===== src/status_lamp_pkg.sv =====
// Package: constants and types for the status lamp driver
package status_lamp_pkg;

  // Clock rate and blink timing
  localparam int unsigned CLK_HZ = 250_000_000; // Board clock rate
  localparam int unsigned HEARTBEAT_PERIOD_MS = 1000; // Heartbeat full period
  localparam int unsigned FLASH_PERIOD_MS = 1000; // Flash full period (on+off)
  // Half periods in cycles, rounded down
  localparam int unsigned HEARTBEAT_HALF_CYC = (CLK_HZ / 1000) * (HEARTBEAT_PERIOD_MS / 2);
  localparam int unsigned FLASH_HALF_CYC = (CLK_HZ / 1000) * (FLASH_PERIOD_MS / 2);
  localparam int unsigned TIMER_W = 28; // Width of the half-period timers

  // Reset values
  localparam logic [TIMER_W-1:0] TIMER_RESET = 28'h0000000;

  // Colour of a bi-colour lamp
  typedef struct packed {
    logic red;   // Red element lit
    logic green; // Green element lit
  } lamp_type;

  // Module side conditions
  typedef struct packed {
    logic self_test;    // Self test in progress
    logic major_fault;  // Unrecoverable fault
    logic minor_fault;  // Recoverable fault
    logic standby;      // Configuration missing or bad
  } module_cond_type;

  // Network side conditions
  typedef struct packed {
    logic online;          // Duplicate address check passed
    logic group2_only;     // Slave supports only group 2 set
    logic allocated;       // Group 2 slave allocated to master
    logic conn_established;// At least one established connection
    logic io_timeout;      // An I/O connection timed out
    logic dup_address;     // Duplicate node address found
    logic bus_off;         // Controller in bus-off
  } network_cond_type;

  // Indication chosen for a lamp
  typedef enum logic [2:0] {
    IND_OFF,
    IND_GREEN,
    IND_FLASH_GREEN,
    IND_FLASH_RED,
    IND_RED,
    IND_RED_GREEN
  } indication_type;

endpackage : status_lamp_pkg


===== src/status_led_indicator_logic.sv =====
// Status lamp driver: heartbeat, module state and network state lamps
// Function
// - Heartbeat toggles about every half second while board runs and link healthy
// - Module lamp steady green when operational
// - Module lamp flashes green in standby
// - Minor fault flashes red, major fault steady red
// - Self test alternates both lamps red/green
// - Network lamp dark while not on-line, unless duplicate address or bus-off lights it steady red
// - On-line without connection flashes network green
// - Unallocated group 2 slave flashes network green
// - Established connection lights network steady green
// - I/O connection timeout flashes network red
`timescale 1ns/10ps
module status_led_indicator_logic #(
  parameter int unsigned HEARTBEAT_HALF = status_lamp_pkg::HEARTBEAT_HALF_CYC, // Heartbeat half period
  parameter int unsigned FLASH_HALF = status_lamp_pkg::FLASH_HALF_CYC // Flash half period
) (
  input wire logic ref_clk_i, // Board clock
  input wire logic rstn_i, // Asynchronous reset, active low
  input wire logic board_running_i, // Board firmware running
  input wire logic link_ok_i, // Link to inverter control healthy
  input wire status_lamp_pkg::module_cond_type module_cond_i, // Module conditions
  input wire status_lamp_pkg::network_cond_type network_cond_i, // Network conditions
  output logic heartbeat_lamp_o, // Single colour heartbeat lamp
  output status_lamp_pkg::lamp_type module_state_lamp_o, // Module state lamp
  output status_lamp_pkg::lamp_type network_state_lamp_o // Network state lamp
);

  // Timing overview
  // Both half-period timers count from zero up to their last value and wrap.
  // The flash phase flips on each wrap, so a full flash period spans two
  // half periods and every flashing lamp shows an even on/off duty.
  // One phase bit serves both bi-colour lamps; lamps that flash at once
  // therefore always flash in step, which an operator reads more easily.
  // The heartbeat timer only advances while the board runs and its link to
  // the inverter control is healthy. Otherwise timer and level freeze, so
  // the lamp stays lit or dark as it was when the link dropped.
  // Lamp colours are painted into flip-flops one clock after the inputs are
  // sampled; the one clock of latency buys glitch-free lamp drive.
  // Inputs are levels; no condition is latched, so a lamp follows its
  // conditions as soon as they change and forgets them once they clear.

  // Whole state of the block
  typedef struct packed {
    logic [status_lamp_pkg::TIMER_W-1:0] beat_timer; // Heartbeat half-period counter
    logic [status_lamp_pkg::TIMER_W-1:0] flash_timer; // Shared flash counter
    logic beat; // Heartbeat lamp level
    logic phase; // Shared flash phase
    status_lamp_pkg::lamp_type module_lamp; // Registered module lamp
    status_lamp_pkg::lamp_type network_lamp; // Registered network lamp
  } state_type;

  state_type state; // Registered state
  state_type next_state; // Next state
  status_lamp_pkg::indication_type module_state_indication; // Module decode
  status_lamp_pkg::indication_type network_state_indication; // Network decode

  localparam logic [status_lamp_pkg::TIMER_W-1:0] BEAT_LAST = status_lamp_pkg::TIMER_W'(HEARTBEAT_HALF - 1);
  localparam logic [status_lamp_pkg::TIMER_W-1:0] FLASH_LAST = status_lamp_pkg::TIMER_W'(FLASH_HALF - 1);

  // Turn an indication into lamp colours using the shared phase
  // Every flashing pattern reads the same phase bit, so during self test
  // both lamps alternate red and green in lockstep.
  function automatic status_lamp_pkg::lamp_type paint(input status_lamp_pkg::indication_type ind,
                                                      input logic ph);
    status_lamp_pkg::lamp_type l;
    l = '{red: 1'b0, green: 1'b0};
    unique case (ind)
      status_lamp_pkg::IND_OFF: begin
        l = '{red: 1'b0, green: 1'b0};
      end
      status_lamp_pkg::IND_GREEN: begin
        l = '{red: 1'b0, green: 1'b1};
      end
      status_lamp_pkg::IND_FLASH_GREEN: begin
        l = '{red: 1'b0, green: ph};
      end
      status_lamp_pkg::IND_FLASH_RED: begin
        l = '{red: ph, green: 1'b0};
      end
      status_lamp_pkg::IND_RED: begin
        l = '{red: 1'b1, green: 1'b0};
      end
      status_lamp_pkg::IND_RED_GREEN: begin
        // Never both elements at once: a bi-colour lamp would show amber
        l = '{red: ph, green: ~ph};
      end
      default: begin
        l = '{red: 1'b0, green: 1'b0};
      end
    endcase
    return l;
  endfunction : paint

  // Module lamp decode, most severe first
  // A fault outranks standby: a faulty module cannot finish commissioning
  always_comb begin
    if (module_cond_i.self_test) begin
      module_state_indication = status_lamp_pkg::IND_RED_GREEN;
    end else if (module_cond_i.major_fault) begin
      module_state_indication = status_lamp_pkg::IND_RED;
    end else if (module_cond_i.minor_fault) begin
      module_state_indication = status_lamp_pkg::IND_FLASH_RED;
    end else if (module_cond_i.standby) begin
      module_state_indication = status_lamp_pkg::IND_FLASH_GREEN;
    end else begin
      module_state_indication = status_lamp_pkg::IND_GREEN;
    end
  end

  // Network lamp decode, most severe first
  // Duplicate address or bus-off is tested ahead of on-line: such a node is
  // never on-line, and a dark lamp would hide a critical link failure.
  // Timeout sits above the green states so a lost I/O connection is not
  // masked by other connections that are still established.
  always_comb begin
    if (module_cond_i.self_test) begin
      network_state_indication = status_lamp_pkg::IND_RED_GREEN;
    end else if (network_cond_i.dup_address || network_cond_i.bus_off) begin
      network_state_indication = status_lamp_pkg::IND_RED;
    end else if (!network_cond_i.online) begin
      network_state_indication = status_lamp_pkg::IND_OFF;
    end else if (network_cond_i.io_timeout) begin
      network_state_indication = status_lamp_pkg::IND_FLASH_RED;
    end else if (network_cond_i.group2_only) begin
      // Allocation stands in for connection on a group 2 slave
      network_state_indication = network_cond_i.allocated ? status_lamp_pkg::IND_GREEN
                                                          : status_lamp_pkg::IND_FLASH_GREEN;
    end else if (network_cond_i.conn_established) begin
      network_state_indication = status_lamp_pkg::IND_GREEN;
    end else begin
      network_state_indication = status_lamp_pkg::IND_FLASH_GREEN;
    end
  end

  // Next state: timers, heartbeat and lamp colours
  // A half period of zero wraps through the whole timer range, so keep both
  // half periods at one cycle or more.
  always_comb begin
    next_state = state;
    // Shared flash timebase for both bi-colour lamps
    // The timer runs from reset on, whatever the lamps show
    if (state.flash_timer == FLASH_LAST) begin
      next_state.flash_timer = status_lamp_pkg::TIMER_RESET;
      next_state.phase = ~state.phase;
    end else begin
      next_state.flash_timer = state.flash_timer + 1'b1;
    end
    // Heartbeat freezes at its level when the link fails
    // An idle board freezes it too, so a stuck board shows a steady lamp
    if (board_running_i && link_ok_i) begin
      if (state.beat_timer == BEAT_LAST) begin
        next_state.beat_timer = status_lamp_pkg::TIMER_RESET;
        next_state.beat = ~state.beat;
      end else begin
        next_state.beat_timer = state.beat_timer + 1'b1;
      end
    end
    // Painted with the current phase, so lamps lag the phase bit by one clock
    next_state.module_lamp = paint(module_state_indication, state.phase);
    next_state.network_lamp = paint(network_state_indication, state.phase);
  end

  // State register
  // Asynchronous reset clears every field: lamps dark, timers and phase zero
  always_ff @(posedge ref_clk_i or negedge rstn_i) begin
    if (!rstn_i) begin
      state <= '0;
    end else begin
      state <= next_state;
    end
  end

  // Outputs straight from flip-flops
  assign heartbeat_lamp_o = state.beat;
  assign module_state_lamp_o = state.module_lamp;
  assign network_state_lamp_o = state.network_lamp;
endmodule : status_led_indicator_logic


===== config.mk =====
export PLATFORM = sky130hd
export DESIGN_NAME = status_led_indicator_logic
export DESIGN_NICKNAME = d
export VERILOG_FILES = /design/src/status_lamp_pkg.sv /design/src/status_led_indicator_logic.sv
export SDC_FILE = /design/constraint.sdc
export NUM_CORES = 1
export LEC_CHECK = 0
export BUFFER_PORTS_ARGS = -buffer_cell sky130_fd_sc_hd__buf_4
export CAP_MARGIN = 20
export CORE_ASPECT_RATIO = 1.75
export CORE_UTILIZATION = 50
export DETAILED_ROUTE_END_ITERATION = 7
export PLACE_DENSITY = 0.73
export SLEW_MARGIN = 20
export SYNTH_ARGS = -nofsm -noshare
export SYNTH_HDL_FRONTEND = slang
export SYNTH_SLANG_ARGS = --single-unit

===== constraint.sdc =====
create_clock -name ref_clk_i -period 3.6 [get_ports ref_clk_i]
set_clock_uncertainty 0.15 [all_clocks]
set_input_delay 0.54 -clock ref_clk_i [delete_from_list [all_inputs] [get_ports ref_clk_i]]
set_output_delay 0.54 -clock ref_clk_i [all_outputs]
set_load 0.02 [all_outputs]

### Yosys cells after proc, flatten, opt, wreduce, memory -nomap -nowiden

Index checks and enable logic that the tools add are counted.

* add/sub/neg operators: 2
* equality and inequality tests: 12
* bitwise logic cells: 2
* reductions and logical operators: 3
* multiplexer cells: 15

Operators with widths (count)
* 28-bit by 1-bit adder with 28-bit output, second input constant: 2
* 28-bit by 27-bit equality test with 1-bit output, second input constant: 2
* 28-bit two-way mux: 2
* 2-bit one-hot mux with 5 select lines: 2
* 2-bit two-way mux: 7
* 3-bit by 2-bit equality test with 1-bit output, second input constant: 4
* 3-bit equality test, second input constant: 4
* 3-bit two-way mux: 4
* 3-bit by 1-bit equality test with 1-bit output, second input constant: 2
* 1-bit inverter: 2
* 2-bit AND reduction: 1
* 1-bit logical AND: 1
* 1-bit logical OR: 1

* register bits after elaboration: 62
* input bits: 15
* logic and storage cells: 42

### Depth between registers and ports, before layout

* word-level depth: 8
* mapped depth: 7

### Worst setup path after synthesis

Ideal clock, no wire load.

* path type: register to register
* start: reg state[40] (netlist name)
* end: reg state[46] (netlist name)
* buffers on the path: 0
* required time: 3.332 ns
* stages on the path, launching flop included: 6
* arrival: 1.885 ns
* slack: 1.447 ns
* cell sequence: dfrtp_1 > or4b_2 > nor4_4 > a21o_2 > nor3_1 > a21o_1

* cells in the longest elaborated chain, start to end: 2
* elaborated cells between the ends (all ways): 3
* classes of those cells: add/sub: 1; eq/ne: 1; mux: 1

Ends and longest elaborated chain
* from (decl): RTL line status_led_indicator_logic.sv:53 `state_type state;`
* from (signal assigned): RTL line status_led_indicator_logic.sv:170 `state <= next_state;`
* 28-bit by 1-bit adder with 28-bit output or 28-bit by 27-bit equality test with 1-bit output (tied branches): RTL line status_led_indicator_logic.sv:156, status_led_indicator_logic.sv:152
* 28-bit two-way mux (*): RTL line status_led_indicator_logic.sv:152 `if (state.beat_timer == BEAT_LAST) begin`

Mark *: on every way between the ends. The rest lies on a longest branch, timed or not.
A chain may end at the register's enable or synchronous reset.

### Worst setup path after layout

* start: reg state[40] (netlist name)
* end: reg state[45] (netlist name)

The elaborated chain is that of the path after synthesis.

==> metrics.yaml <==
status: "completed"
max_freq_mhz: 406
ys_seq_elements: 62
crit_path_top_delay_cell: "or4b_2"
core.rowCount: 37
synth_ff_type: "dfrtp_1"
nets: 354
syn_avg_cell_area_um2: 10.0
synth.distinct_cells: 48
final_common_cell: "dfrtp_1"
worst_pin_slew_ns: 0.754
clockRootBuffer: "clkbuf_8"
num_vias: 2419
synth_nets: 329
start_util_pct: 52.3
report.power.total_uw: 1490
final.setup.tns_ns: 0
synth.area.mux_share_pct: 0.321
syn_area_um2: 3120
worst_path_dominant_cell_family: "simple AND/OR/NAND/NOR gates"
layout_common_cells: "62 x dfrtp_1, 30 x nor2_1, 27 x nand3_1, 22 x nand2_1, 22 x xnor2_1"
num-fill-cells: 519
firstDrtPassIters: 4
synth_edf_count: 0
drive_above_1_share_pct: 14.3
antenna_cells: 0
htree_levels: 3
drtIter0Drc: 115
grt_usage_pct: 23.5
chipWidth_um: 61.7
end_kind: "flop"
numPortBuffers: 19
area_growth_pct: 13.1
final_area_um2: 3530
totalWireLength_mm: 6.60
async_reset_ff_share_pct: 100
synth_top_family_by_area: "simple AND/OR/NAND/NOR gates"
grt_pass1_vias: 2499
cts.sinks: 62
grt_max_degree: 63
ctsResizeCount: 0
clkTransAtPathRegs_ns: 0.07
io_pins: 20
dieArea_um2: 6580
synth-simple-area-share_pct: 27.8
crit_chain: "or4b_2 > nor4_4 > nand2_1 > nor2_1 > nor2_1"
synth_compound_area_share_pct: 7.25
yosys.area_share.xor_xnor_pct: 10.9
yosys_warnings: 0
cts_tree: "built"
worstPathArrival_ns: 2.53
slew_violations: 0
post_dp_cell_area_um2: 3330
grt_antenna_before_repair: 0
vdd_ir_drop_max_mv: 0.342
slew_headroom_pct: 49.3
insertion_delay_ns: 0.34
drv_cap: 0
hpwl_mm: 4.73
core_area_um2: 5970
route.detailed.drc: 0
setup_viol: 0
grt_pass1_wl_mm: 11.2
hold_class: "input port to async pin"
wire_per_inst_um: 15.7
power.density_nw_per_um2: 421
leakagePower_uw: 0.00155
rsz0062_at_grt: "false"
vias_per_cell: 5.76
die_h_um: 107
ant_nets: 0
clk_path_buf_depth: 2
hold_buffers: 0
hold_violations: 0
place_congestion: 0.966
cpPeakStageDelay_ns: 0.72
synth-seq-area-share_pct: 49.7
post_cts_buffers: 0
synthAdderAreaFrac_pct: 0.801
crit_required_ns: 3.66
worstSetupPathType: "flop to flop"
worstPathMaxFanout: 8
grt-ovfl-total: 0
period_share_pct: 68.4
synthCells: 312
critPathMostFrequentCell: "nor2_1"
path_buf_inv: 0
cts_made_buffers: 9
crit_path_start_kind: "flop"
finalCriticalPeriod_ns: 2.46
## synthesized netlist by cell type, types with 2 or more instances
master,instances,area (µm²)
nor4_1,3,18.8
nor4b_1,2,17.5
nand3b_1,2,15.0
o21ai_0,14,70.1
nor4bb_1,2,20.0
nor2_1,30,113
and4_1,2,17.5
nor4_2,2,25.0
nand3_1,27,135
xnor2_1,22,193
a21o_2,2,17.5
nand4_1,18,113
or3_2,4,30.0
a21oi_1,9,45.0
or4_1,4,30.0
inv_1,14,52.6
or3_1,2,12.5
nand2_1,22,82.6
ha_1,2,25.0
o31ai_1,2,15.0
nor4_4,2,42.5
nand4b_1,2,17.5
a41oi_1,2,17.5
nor3_1,8,40.0
or4b_2,2,20.0
and3_1,7,43.8
xor2_1,17,149
dfrtp_1,62,1550
buf_4,4,30.0
clkbuf_1,2,7.51
and2_1,2,12.5
## flip-flops by register name (all words and copies together), names as in the netlist
name	count
state	57
module_state_lamp_o	2
network_state_lamp_o	2
heartbeat_lamp_o	1
## cell type report
class                      instances  area (µm²)  share of cell area (%)
tap                               78        97.6                    2.76
multi-input combinational        229        1470                    41.6
clock buffer                      13         159                    4.50
clock inverter                     3        42.5                    1.20
inverter                          14        52.6                    1.49
sequential                        62        1550                    43.9
timing repair buffer              21         158                    4.46
## worst reg2reg max path: stages, from the launching register on
cell     delay, ns
dfrtp_1       0.45
or4b_2        0.72
nor4_4        0.41
nand2_1       0.14
nor2_1        0.37
nor2_1        0.10
## where the power goes
part	internal [µW]	total, µW	switching [µW]	leakage (µW)
clock network	357	620	263	0.0000996
registers	729	769	40.1	0.000810
logic	45.1	97.1	52.0	0.000638
## per-stage QoR
stage	worst slack [ns]	utilization (%)	instances	hold slack (ns)
2_1_floorplan	1.45	-	312	0.0944
3_3_place_gp	1.14	55.8	404	0.303
3_5_place_dp	1.10	55.8	404	0.301
4_1_cts	1.14	59.1	420	0.144
5_1_grt	1.02	59.1	420	0.186
6_report	1.14	59.1	420	0.107
## cells by family (layout without fill, tap and decap cells)
| group | after synthesis | in the layout |
|---|---|---|
| AO/OA/AOI/OAI | 37 | 37 |
| XOR/XNOR | 39 | 39 |
| adder cells (fa/ha/maj) | 2 | 2 |
| buffers and inverters | 21 | 51 |
| flip-flops | 62 | 62 |
| multiplexers | 1 | 1 |
| AND/OR/NAND/NOR | 150 | 150 |
## per-layer routing
layer / share of wire [%] / vias to the layer above / GRT usage, % / routed length (µm)
met1: 39 / 1186 / 25.1 / 2560
li1: - / 1171 / - / -
met5: 0 / - / 0 / 0
met4: 4.0 / 0 / 14.6 / 263
met3: 2.4 / 21 / 6.45 / 156
met2: 55 / 41 / 38.8 / 3620
## path summary, 6_finish.rpt
| path | slack, ns | from | endpoint | cells past startpoint |
|---|---|---|---|---|
| max in group asynchronous | 2.67 | rstn_i | state[47] | 1 |
| worst max-delay path | 1.14 | state[40] | state[45] | 5 |
| min in group ref_clk_i | 0.28 | module_cond_i[3] | module_state_lamp_o[0] | 2 |
| worst min register to register | 0.31 | state[33] | state[33] | 1 |
| worst min-delay path | 0.11 | rstn_i | network_state_lamp_o[1] | 1 |
| worst max register to register | 1.14 | state[40] | state[45] | 5 |
Power figures use the tool's default switching activity.
